<file path="src/rtl/spac_pkg.sv">
// Package with the register map, field layout and timing constants of the converter setup block
// ---------------------------------------------------------------------------
// ---------------------------------------------------------------------------
package spac_pkg;

  // ---------------------------------------------------------------------------
  // Register map
  // ---------------------------------------------------------------------------
  localparam int ADDR_W = 8;
  localparam int DATA_W = 8;
  localparam logic [7:0] OFS_PROX_GAIN = 8'h0B;
  localparam logic [7:0] OFS_PROX_MISC = 8'h0C;
  localparam logic [7:0] OFS_IR_SEL = 8'h0E;
  localparam logic [7:0] OFS_AUX_SEL = 8'h0F;
  localparam logic [7:0] OFS_VIS_REC = 8'h10;
  localparam logic [7:0] OFS_VIS_GAIN = 8'h11;

  // Reset values
  localparam logic [7:0] RST_PROX_GAIN = 8'h00;
  localparam logic [7:0] RST_PROX_MISC = 8'h04;
  localparam logic [7:0] RST_IR_SEL = 8'h00;
  localparam logic [7:0] RST_AUX_SEL = 8'h65;
  localparam logic [7:0] RST_VIS_REC = 8'h70;
  localparam logic [7:0] RST_VIS_GAIN = 8'h00;

  // Implemented bits; everything else is reserved and reads zero
  localparam logic [7:0] MSK_GAIN = 8'h07;
  localparam logic [7:0] MSK_PROX_MISC = 8'h24;
  localparam logic [7:0] MSK_FULL = 8'hFF;
  localparam logic [7:0] MSK_VIS_REC = 8'h70;

  // ---------------------------------------------------------------------------
  // Field positions
  // ---------------------------------------------------------------------------
  localparam int GAIN_LSB = 0;
  localparam int GAIN_W = 3;
  localparam int RANGE_BIT = 5;
  localparam int MODE_BIT = 2;
  localparam int REC_LSB = 4;
  localparam int REC_W = 3;

  // Input selection codes
  localparam logic [7:0] SEL_IR_SMALL = 8'h00;
  localparam logic [7:0] SEL_IR_LARGE = 8'h03;
  localparam logic [7:0] SEL_AUX_TEMP = 8'h65;
  localparam logic [7:0] SEL_AUX_VDD = 8'h75;
  localparam logic [7:0] SEL_VIS_PD = 8'h02;
  localparam logic [7:0] SEL_NONE = 8'h00;

  // ---------------------------------------------------------------------------
  // Timing
  // ---------------------------------------------------------------------------
  localparam int REF_CLK_KHZ = 10000;
  localparam int ADC_CLK_NS = 50;
  localparam int ADC_CLK_RAW = (ADC_CLK_NS * REF_CLK_KHZ + 999999) / 1000000;
  localparam int ADC_CLK_CYC = (ADC_CLK_RAW < 1) ? 1 : ADC_CLK_RAW;
  localparam int CNT_W = 16;

  typedef enum logic [1:0] {
    KIND_PROX = 2'h0,
    KIND_VIS = 2'h1,
    KIND_IR = 2'h2,
    KIND_AUX = 2'h3
  } spac_kind_t;

  // Gray codes along idle, recover, emit/integrate, done
  typedef enum logic [2:0] {
    ST_IDLE = 3'h0,
    ST_RECOVER = 3'h1,
    ST_EMIT = 3'h3,
    ST_INTEG = 3'h2,
    ST_DONE = 3'h6
  } spac_state_t;

  typedef struct packed {
    logic emitter_on;
    logic integrate;
    logic high_range;
    logic conv_tick;
    logic [7:0] input_sel;
  } spac_conv_t;

endpackage : spac_pkg

</file>
<file path="src/rtl/spac_core.sv">
// Converter setup registers and measurement sequencer for proximity and ambient channels
`timescale 1ns/1ps
module spac_core #(
  parameter int INTEG_CLKS = 512
) (
  input wire logic i_ref_clk,
  input wire logic i_rst,
  input wire logic [7:0] i_addr,
  input wire logic [7:0] i_wdata,
  input wire logic i_wr,
  input wire logic i_rd,
  output logic [7:0] o_rdata,
  input wire logic i_meas_start,
  input wire spac_pkg::spac_kind_t i_meas_kind,
  output spac_pkg::spac_conv_t o_conv,
  output logic o_busy,
  output logic o_done
);

  // ---------------------------------------------------------------------------
  // Elaboration checks
  // ---------------------------------------------------------------------------
  if (INTEG_CLKS < 1 || INTEG_CLKS > 65535) begin : g_bad_integ
    $error("INTEG_CLKS must lie between 1 and 65535");
  end

  localparam logic [15:0] INTEG_LEN = 16'(INTEG_CLKS);
  localparam logic [15:0] BASE_DIV = 16'(spac_pkg::ADC_CLK_CYC);

  // ---------------------------------------------------------------------------
  // Register file
  // ---------------------------------------------------------------------------
  logic [7:0] prox_gain_q;
  logic [7:0] prox_misc_q;
  logic [7:0] ir_sel_q;
  logic [7:0] aux_sel_q;
  logic [7:0] vis_rec_q;
  logic [7:0] vis_gain_q;
  logic [7:0] rdata_d;

  // Writes keep only implemented bits so reserved bits never hold a one
  always_ff @(posedge i_ref_clk or posedge i_rst) begin
    if (i_rst) begin
      prox_gain_q <= spac_pkg::RST_PROX_GAIN;
      prox_misc_q <= spac_pkg::RST_PROX_MISC;
      ir_sel_q <= spac_pkg::RST_IR_SEL;
      aux_sel_q <= spac_pkg::RST_AUX_SEL;
      vis_rec_q <= spac_pkg::RST_VIS_REC;
      vis_gain_q <= spac_pkg::RST_VIS_GAIN;
    end else if (i_wr) begin
      case (i_addr)
        spac_pkg::OFS_PROX_GAIN: prox_gain_q <= i_wdata & spac_pkg::MSK_GAIN;
        spac_pkg::OFS_PROX_MISC: prox_misc_q <= i_wdata & spac_pkg::MSK_PROX_MISC;
        spac_pkg::OFS_IR_SEL: ir_sel_q <= i_wdata;
        spac_pkg::OFS_AUX_SEL: aux_sel_q <= i_wdata;
        spac_pkg::OFS_VIS_REC: vis_rec_q <= i_wdata & spac_pkg::MSK_VIS_REC;
        spac_pkg::OFS_VIS_GAIN: vis_gain_q <= i_wdata & spac_pkg::MSK_GAIN;
        default: begin
        end
      endcase
    end
  end

  // Read decode; unmapped addresses answer zero
  always_comb begin
    case (i_addr)
      spac_pkg::OFS_PROX_GAIN: rdata_d = prox_gain_q;
      spac_pkg::OFS_PROX_MISC: rdata_d = prox_misc_q;
      spac_pkg::OFS_IR_SEL: rdata_d = ir_sel_q;
      spac_pkg::OFS_AUX_SEL: rdata_d = aux_sel_q;
      spac_pkg::OFS_VIS_REC: rdata_d = vis_rec_q;
      spac_pkg::OFS_VIS_GAIN: rdata_d = vis_gain_q;
      default: rdata_d = 8'h00;
    endcase
  end

  // Read data stands only in the cycle after the strobe
  always_ff @(posedge i_ref_clk or posedge i_rst) begin
    if (i_rst) begin
      o_rdata <= 8'h00;
    end else begin
      o_rdata <= i_rd ? rdata_d : 8'h00;
    end
  end

  // ---------------------------------------------------------------------------
  // Measurement setup captured at start
  // ---------------------------------------------------------------------------
  spac_pkg::spac_state_t state_q;
  spac_pkg::spac_state_t state_d;
  spac_pkg::spac_kind_t kind_q;
  logic [2:0] gain_q;
  logic [2:0] rec_q;
  logic range_q;
  logic normal_q;
  logic [7:0] sel_q;
  logic [7:0] sel_d;
  logic start_ok;

  assign start_ok = i_meas_start && (state_q == spac_pkg::ST_IDLE);

  // Input routing per measurement kind
  always_comb begin
    case (i_meas_kind)
      spac_pkg::KIND_IR: sel_d = ir_sel_q;
      spac_pkg::KIND_AUX: sel_d = aux_sel_q;
      spac_pkg::KIND_VIS: sel_d = spac_pkg::SEL_VIS_PD;
      default: sel_d = spac_pkg::SEL_NONE;
    endcase
  end

  // Settings are frozen for the whole measurement so a host write mid-run
  // cannot stretch or cut a phase already counting
  always_ff @(posedge i_ref_clk or posedge i_rst) begin
    if (i_rst) begin
      kind_q <= spac_pkg::KIND_PROX;
      gain_q <= 3'h0;
      rec_q <= 3'h0;
      range_q <= 1'b0;
      normal_q <= 1'b1;
      sel_q <= 8'h00;
    end else if (start_ok) begin
      kind_q <= i_meas_kind;
      sel_q <= sel_d;
      rec_q <= vis_rec_q[spac_pkg::REC_LSB +: spac_pkg::REC_W];
      range_q <= prox_misc_q[spac_pkg::RANGE_BIT];
      normal_q <= prox_misc_q[spac_pkg::MODE_BIT];
      case (i_meas_kind)
        spac_pkg::KIND_PROX: gain_q <= prox_gain_q[spac_pkg::GAIN_LSB +: spac_pkg::GAIN_W];
        spac_pkg::KIND_VIS: gain_q <= vis_gain_q[spac_pkg::GAIN_LSB +: spac_pkg::GAIN_W];
        default: gain_q <= 3'h0;
      endcase
    end
  end

  // ---------------------------------------------------------------------------
  // Converter clock divider
  // ---------------------------------------------------------------------------
  logic [15:0] div_cnt_q;
  logic [15:0] div_lim;
  logic active;
  logic tick;

  assign active = (state_q == spac_pkg::ST_RECOVER) || (state_q == spac_pkg::ST_EMIT)
                  || (state_q == spac_pkg::ST_INTEG);
  assign div_lim = (BASE_DIV << gain_q) - 16'h0001;
  assign tick = active && (div_cnt_q == div_lim);

  // One converter clock lasts the base period times two to the gain
  always_ff @(posedge i_ref_clk or posedge i_rst) begin
    if (i_rst) begin
      div_cnt_q <= 16'h0000;
    end else if (!active || tick) begin
      div_cnt_q <= 16'h0000;
    end else begin
      div_cnt_q <= div_cnt_q + 16'h0001;
    end
  end

  // ---------------------------------------------------------------------------
  // Phase length counter
  // ---------------------------------------------------------------------------
  function automatic logic [15:0] rec_len(input logic [2:0] code);
    logic [15:0] len;
    len = 16'h0001;
    if (code != 3'h0) begin
      // Widened shift amount: codes 6 and 7 would wrap in three bits
      len = (16'h0001 << ({1'b0, code} + 4'h2)) - 16'h0001;
    end
    return len;
  endfunction : rec_len

  logic [15:0] clk_cnt_q;
  logic [15:0] phase_len;
  logic phase_end;

  // Count stays fixed; the gain stretches each clock instead
  assign phase_len = (state_q == spac_pkg::ST_RECOVER) ? rec_len(rec_q) : INTEG_LEN;
  assign phase_end = tick && (clk_cnt_q == phase_len - 16'h0001);

  always_ff @(posedge i_ref_clk or posedge i_rst) begin
    if (i_rst) begin
      clk_cnt_q <= 16'h0000;
    end else if (!active || phase_end) begin
      clk_cnt_q <= 16'h0000;
    end else if (tick) begin
      clk_cnt_q <= clk_cnt_q + 16'h0001;
    end
  end

  // ---------------------------------------------------------------------------
  // Sequencer
  // ---------------------------------------------------------------------------
  always_comb begin
    state_d = state_q;
    case (state_q)
      spac_pkg::ST_IDLE: begin
        if (start_ok) begin
          case (i_meas_kind)
            spac_pkg::KIND_PROX: state_d = spac_pkg::ST_EMIT;
            spac_pkg::KIND_VIS: state_d = spac_pkg::ST_RECOVER;
            default: state_d = spac_pkg::ST_INTEG;
          endcase
        end
      end
      spac_pkg::ST_RECOVER: begin
        if (phase_end) begin
          state_d = spac_pkg::ST_INTEG;
        end
      end
      spac_pkg::ST_EMIT: begin
        if (phase_end) begin
          state_d = spac_pkg::ST_DONE;
        end
      end
      spac_pkg::ST_INTEG: begin
        if (phase_end) begin
          state_d = spac_pkg::ST_DONE;
        end
      end
      spac_pkg::ST_DONE: state_d = spac_pkg::ST_IDLE;
      default: state_d = spac_pkg::ST_IDLE;
    endcase
  end

  always_ff @(posedge i_ref_clk or posedge i_rst) begin
    if (i_rst) begin
      state_q <= spac_pkg::ST_IDLE;
    end else begin
      state_q <= state_d;
    end
  end

  // ---------------------------------------------------------------------------
  // Converter control outputs, registered one cycle behind the sequencer
  // ---------------------------------------------------------------------------
  always_ff @(posedge i_ref_clk or posedge i_rst) begin
    if (i_rst) begin
      o_conv <= '0;
      o_done <= 1'b0;
    end else begin
      // Raw mode runs without a reference pulse, so the emitter stays dark
      o_conv.emitter_on <= (state_q == spac_pkg::ST_EMIT) && normal_q;
      o_conv.integrate <= (state_q == spac_pkg::ST_EMIT) || (state_q == spac_pkg::ST_INTEG);
      o_conv.high_range <= active && (kind_q == spac_pkg::KIND_PROX) && range_q;
      o_conv.conv_tick <= tick;
      o_conv.input_sel <= active ? sel_q : spac_pkg::SEL_NONE;
      o_done <= (state_q == spac_pkg::ST_DONE);
    end
  end

  // Busy covers the whole run so a start is never silently dropped unseen
  assign o_busy = (state_q != spac_pkg::ST_IDLE);
endmodule : spac_core

</file>
<file path="config.mk">
export PLATFORM = sky130hd
export DESIGN_NAME = spac_core
export DESIGN_NICKNAME = d
export VERILOG_FILES = /design/src/rtl/spac_pkg.sv /design/src/rtl/spac_core.sv
export SDC_FILE = /design/constraint.sdc
export NUM_CORES = 1
export LEC_CHECK = 0
export BUFFER_PORTS_ARGS = -buffer_cell sky130_fd_sc_hd__buf_4
export CORE_ASPECT_RATIO = 0.75
export CORE_MARGIN = 2
export CORE_UTILIZATION = 56
export DETAILED_ROUTE_END_ITERATION = 8
export PLACE_DENSITY = 0.75
export SKIP_CTS_REPAIR_TIMING = 1
export SYNTH_ARGS = -nofsm -noshare
export SYNTH_HDL_FRONTEND = slang
export SYNTH_SLANG_ARGS = --single-unit
</file>
<file path="constraint.sdc">
create_clock -name i_ref_clk -period 5.68 [get_ports i_ref_clk]
set_input_delay 1.42 -clock i_ref_clk [delete_from_list [all_inputs] [get_ports i_ref_clk]]
set_output_delay 1.42 -clock i_ref_clk [all_outputs]
set_load 0.02 [all_outputs]
</file>
==> results of run 1 <==
logic make-up after synthesis:
logic type	Yosys count	share of synthesized area
AOI/OAI and AO/OA	84	0.111
buffers and inverters	46	0.0344
muxes	50	0.0964
DFF	101	0.445
and+or+nand+nor	225	0.217
adders and majority gates	10	0.0219
xor gates and xnor gates	49	0.0752
layer usage:
| layer | GRT usage | vias to the layer above |
|---|---|---|
| li1 | - | 2086 |
| met1 | 0.377 | 2168 |
| met2 | 0.355 | 135 |
| met3 | 0.0559 | 16 |
| met4 | 0.0640 | 0 |
| met5 | 0 | - |
sequential cells by signal, indices dropped and copies added (netlist names):
signal	flops
div_cnt_q	16
kind_q	2
gain_q	3
sel_q	8
o_rdata	8
vis_gain_q	3
clk_cnt_q	16
state_q	3
vis_rec_q	3
prox_gain_q	3
normal_q	1
ir_sel_q	8
aux_sel_q	8
o_done	1
prox_misc_q	2
range_q	1
rec_q	3
o_conv	12
through the flow:
| stage | cells | utilization | hold WS (ps) |
|---|---|---|---|
| global placement | 711 | 0.623 | 443 |
| finish | 727 | 0.655 | 468 |
| floorplan | 565 | - | 404 |
| detailed placement | 711 | 0.623 | 458 |
| global route | 727 | 0.655 | 477 |
| CTS | 727 | 0.655 | 466 |
critical path: stages, from the launching register on:
cell,delay (ps)
dfrtp_1,720
inv_1,140
ha_1,490
nor4b_1,590
inv_1,170
ha_1,380
nand2b_1,170
ha_1,230
xor2_1,180
nor3_1,60
nor3_1,210
nand4_1,130
or4_4,570
nor4_4,510
buf_4,270
nor3_1,60
path summary, 6_finish.rpt:
| kind | from | slack, ps | cells after the start | to |
|---|---|---|---|---|
| max | rec_q[1] | 670 | 15 | clk_cnt_q[6] |
| min | kind_q[0] | 470 | 1 | o_conv[9] |
| max reg2reg | rec_q[1] | 670 | 15 | clk_cnt_q[6] |
| min reg2reg | kind_q[0] | 470 | 1 | o_conv[9] |
| max in group asynchronous | i_rst | 3500 | 3 | aux_sel_q[5] |
| min in group asynchronous | i_rst | 1220 | 2 | div_cnt_q[3] |
power groups by stage:
stage / clock [mW] / combinational [mW] / sequential [mW]
after floorplan: 0 / 0.0299 / 0.748
after global placement: 0 / 0.0523 / 0.750
after detailed placement: 0 / 0.0536 / 0.751
after CTS: 0.663 / 0.0537 / 0.737
after global routing: 0.696 / 0.0592 / 0.738
final: 0.648 / 0.0524 / 0.737
cell type report:
type                            instances  area [um^2]
Clock buffer                            9          225
Clock inverter                          7         93.8
Fill cell                             777         3370
Inverter                               12         47.5
Multi-Input combinational cell        418         2970
Sequential cell                       101         2540
Tap cell                              132          165
Timing Repair Buffer                   48          360
cells in the final DEF, fill, tap and decap left out, types with 3 or more instances in the layout:
| cell | n |
|---|---|
| nand4_1 | 13 |
| nor2_1 | 45 |
| nand2_1 | 39 |
| nor2b_1 | 8 |
| clkbuf_16 | 9 |
| a22o_1 | 8 |
| o21a_1 | 3 |
| or3_1 | 7 |
| nand2b_1 | 8 |
| nor4b_1 | 5 |
| mux2_2 | 40 |
| a211oi_1 | 6 |
| and2_1 | 17 |
| nor4_1 | 6 |
| a31oi_1 | 4 |
| mux2i_1 | 10 |
| o21ai_0 | 7 |
| nand3_1 | 16 |
| o31ai_1 | 5 |
| o211ai_1 | 6 |
| xnor2_1 | 22 |
| dfstp_2 | 9 |
| o22ai_1 | 3 |
| dfrtp_1 | 92 |
| nor3_1 | 25 |
| ha_1 | 10 |
| a22oi_1 | 4 |
| and3_1 | 12 |
| inv_1 | 11 |
| nand3b_1 | 6 |
| a222oi_1 | 4 |
| xor2_1 | 27 |
| buf_4 | 48 |
| a21oi_1 | 12 |
==> results.cfg, run 1 <==
[timing]
maxSlewHeadroom = 0.466
setup_viol = 0
layout_min_cycle_time_ps = 5010
hold_viol = 0
fin_crit_sh = 0.881
tightestPinTransition_ps = 799
tns_ps = 0
rsz0062_at_grt = no
timing.fmax_ghz = 0.200
finalMaxSlewViolations = 0
fin_ws_ps = 675
fin_skew_ps = 7.26

[place]
post-place-ws_ps = 804
gp_congestion = 0.871
dpl_cell_area_um2 = 6090
port_buffers = 44
dp_hpwl_mm = 8.95

[pwr]
p_total_mw = 1.44
swShare = 0.230
powerDensity_nw_per_um2 = 224
p_switching_uw = 331
p_int_mw = 1.11
max-vdd-ir-drop_v = 0.000196
clock_power_share = 0.451
seqPwrFrac = 0.513
p_comb_frac = 0.036
p_leak_nw = 2.79

[drt]
avgRoutedWirePerCell_um = 17.4
avgViaCountPerCell = 6.06
met2_length_mm = 5.66
wirelength_mm = 12.7
drc_errors = 0
first_iter_violations = 313
wl_met3_um = 726
dr.pass1.iters = 5
num_vias = 4405
postRouteAntennaNets = 0
highest_layer = met4
wl_met1_mm = 6.12

[synthesis]
syn-num-nets = 598
synth_cell_type_count = 68
synth-edff-count = 0
synth_top_area_cell = dfrtp_1
syn_avg_cell_area_um2 = 10.1
synthCells = 565
synth_top_area_share = 0.403
synth_flop_cell = dfrtp_1
synth.yosys.seq_area_share = 0.445
synth_area_leaders = dfrtp_1, mux2_2, dfstp_2
synthArstFlopShare = 1.00
syn_area_um2 = 5710
synth_warnings = 0
synthTopCellsByCount = dfrtp_1, nor2_1, mux2_2
ys_ff_latch = 101
synth_most_common_cell = dfrtp_1

[critical_path]
cp_data_required_time_ps = 5900
crit_type = reg2reg
critPathMaxFanout = 21
cp-end-kind = flip-flop
startpoint_type = flip-flop
worstPathArrival_ps = 5230

[clock_tree]
cts_buffer_depth = 2
cts_tree = done
htreeDepth = 3
root_buffer = clkbuf_16
cts_num_sinks = 101
clk_latency_ps = 350
clkTransAtPathRegs_ps = 80
cts_buffers = 9

[cells_and_area]
design_area_um2 = 6400
synthToLayoutAreaGrowth_pct = 12.2
antenna_cells = 0
drive_gt1_frac = 0.208
nets = 623

[floorplan]
die_area_um2 = 11000
io-pin-count = 45
core_um2 = 9770
die_h_um = 91.4
start_util = 0.584
rows = 31
die_x_um = 121

[flow_run]
drv_cap = 0

[status]
status = complete, no violations

[global_routing]
grt_pass1_vias = 4248
grt_max_degree = 68
grt_overflow = 0
grtUsageTotal = 0.248
grt_pass1_wl_mm = 21.6
antenna_found_initial = 0

[worst_hold_path]
hold_class = reg2reg
(Power assumes the default switching activity.)
==> inputs of run 2 (changes only) <==
--- a/config.mk
+++ b/config.mk
@@ -8,9 +8,10 @@
 export BUFFER_PORTS_ARGS = -buffer_cell sky130_fd_sc_hd__buf_4
 export CORE_ASPECT_RATIO = 0.75
 export CORE_MARGIN = 2
-export CORE_UTILIZATION = 56
+export CORE_UTILIZATION = 48
+export CTS_BUF_LIST = sky130_fd_sc_hd__clkbuf_4 sky130_fd_sc_hd__clkbuf_8
 export DETAILED_ROUTE_END_ITERATION = 8
-export PLACE_DENSITY = 0.75
+export PLACE_DENSITY = 0.66
 export SKIP_CTS_REPAIR_TIMING = 1
 export SYNTH_ARGS = -nofsm -noshare
 export SYNTH_HDL_FRONTEND = slang
==> run 2 against run 1 <==
- sequential share of layout area grew 0.41 points
- clock power decreased by 26%
- critical path type unchanged
- global-route usage fell by 3.6 points
- critical endpoint is now state_q[1]
==> results.cfg, run 2 (synthesized netlist as in run 1, its figures left out) <==
[status]
status = complete, no violations

[floorplan]
core_um2 = 11600
die_x_um = 130
rows = 34
io-pin-count = 45
start_util = 0.492
die_h_um = 98.5
die_area_um2 = 12800

[cells_and_area]
drive_gt1_frac = 0.208
reg_top3 = clk_cnt_q (16), div_cnt_q (16), o_conv (12)
synthToLayoutAreaGrowth_pct = 11.0
final_cell_mix = dfrtp_1, buf_4, nor2_1
antenna_cells = 0
nets = 623
layout.cells.most_common = dfrtp_1
design_area_um2 = 6340
stdcell_count = 757

[drt]
wl_met3_um = 636
highest_layer = met4
avgRoutedWirePerCell_um = 16.9
wirelength_mm = 12.8
dr.pass1.iters = 5
avgViaCountPerCell = 5.69
first_iter_violations = 253
wl_met1_mm = 6.30
met2_length_mm = 5.74
drc_errors = 0
postRouteAntennaNets = 0
num_vias = 4309

[critical_path]
worstPathCellList = inv_1, ha_1, nor4b_1, inv_1, ha_1, nand2b_1, ha_1, xor2_1, nor3_1, nor3_1, nand4_1, or4_4, or4_1, a21oi_1
max_stage_delay_ps = 710
crit_type = reg2reg
r2r_cells = 14
cp-end-kind = flip-flop
critPathMaxFanout = 21
worstPathArrival_ps = 4900
path_buf_inv = 2
crit_cells = 14
cp_slowest_cell = dfrtp_1
path_delay_family = simple AND/OR/NAND/NOR gates
r2r_setup_slack_ps = 1090
cpMostUsedCell = ha_1
cp_data_required_time_ps = 5990
startpoint_type = flip-flop

[clock_tree]
cts_num_sinks = 101
clk_latency_ps = 390
cts_buffers = 9
cts_tree = done
clkTransAtPathRegs_ps = 120
cts_buffer_depth = 2
htreeDepth = 3
root_buffer = clkbuf_8

[global_routing]
grt_pass1_wl_mm = 21.3
grt_pass1_vias = 4229
antenna_found_initial = 0
grt_max_degree = 52
grtUsageTotal = 0.212
grt_overflow = 0

[pwr]
p_leak_nw = 2.74
seqPwrFrac = 0.581
clock_power_share = 0.377
p_switching_uw = 332
p_int_uw = 937
max-vdd-ir-drop_v = 0.000154
powerDensity_nw_per_um2 = 200
p_comb_frac = 0.042
swShare = 0.262

[place]
numPlacedInstances = 741
dp_hpwl_mm = 9.33
port_buffers = 44
gp_congestion = 0.934
dpl_cell_area_um2 = 6120

[timing]
fin_crit_sh = 0.809
layout_min_cycle_time_ps = 4590
timing.fmax_ghz = 0.218
tightestPinTransition_ps = 734
finalMaxSlewViolations = 0
setup_viol = 0
tns_ps = 0
hold_viol = 0
fin_skew_ps = 16.6
rsz0062_at_grt = no
maxSlewHeadroom = 0.509

[worst_hold_path]
hold_class = reg2reg
hold_depth = 1

[flow_run]
drv_cap = 0
## run 2: worst paths after layout
kind,from,end
max in group asynchronous,i_rst,rec_q[0]
hold reg to reg,kind_q[1],o_conv[9]
min in group asynchronous,i_rst,div_cnt_q[0]
hold / removal,kind_q[1],o_conv[9]
setup reg to reg,rec_q[1],state_q[1]
setup / recovery,rec_q[1],state_q[1]
## run 2: per-stage QoR
stage | total power, mW | hold WS (ps) | utilization | setup WS (ps)
floorplan | 0.778 | 404 | - | 1490
global placement | 0.803 | 451 | 0.527 | 1290
detailed placement | 0.805 | 456 | 0.527 | 1120
CTS | 1.29 | 459 | 0.546 | 1120
global route | 1.32 | 493 | 0.546 | 720
finish | 1.27 | 465 | 0.546 | 1090
## run 2: layout make-up
| type | instances | area [um^2] |
|---|---|---|
| clock buffers | 9 | 124 |
| clock inverters | 7 | 91.3 |
| fillers | 1027 | 5280 |
| inverters | 12 | 47.5 |
| multi-input cells | 418 | 2970 |
| flip-flops and latches | 101 | 2540 |
| well taps | 162 | 203 |
| repair buffers | 48 | 360 |
## run 2: per-layer routing
layer	GRT usage	up-vias
met3	0.0456	13
met1	0.320	2115
met4	0.0612	0
met2	0.307	98
met5	0	-
li1	-	2083
## run 2: power groups by stage
stage / sequential [mW] / clock [mW] / combinational (mW)
finish: 0.737 / 0.478 / 0.0532
global placement: 0.750 / 0 / 0.0528
floorplan: 0.748 / 0 / 0.0299
CTS: 0.737 / 0.495 / 0.0543
detailed placement: 0.751 / 0 / 0.0542
global route: 0.739 / 0.524 / 0.0594
## run 2: worst reg2reg max path, stage by stage, from the launching register on
cell and delay [ps]:
dfrtp_1 710, inv_1 140, ha_1 480, nor4b_1 480
inv_1 150, ha_1 370, nand2b_1 160, ha_1 220
xor2_1 190, nor3_1 70, nor3_1 200, nand4_1 140
or4_4 570, or4_1 500, a21oi_1 150
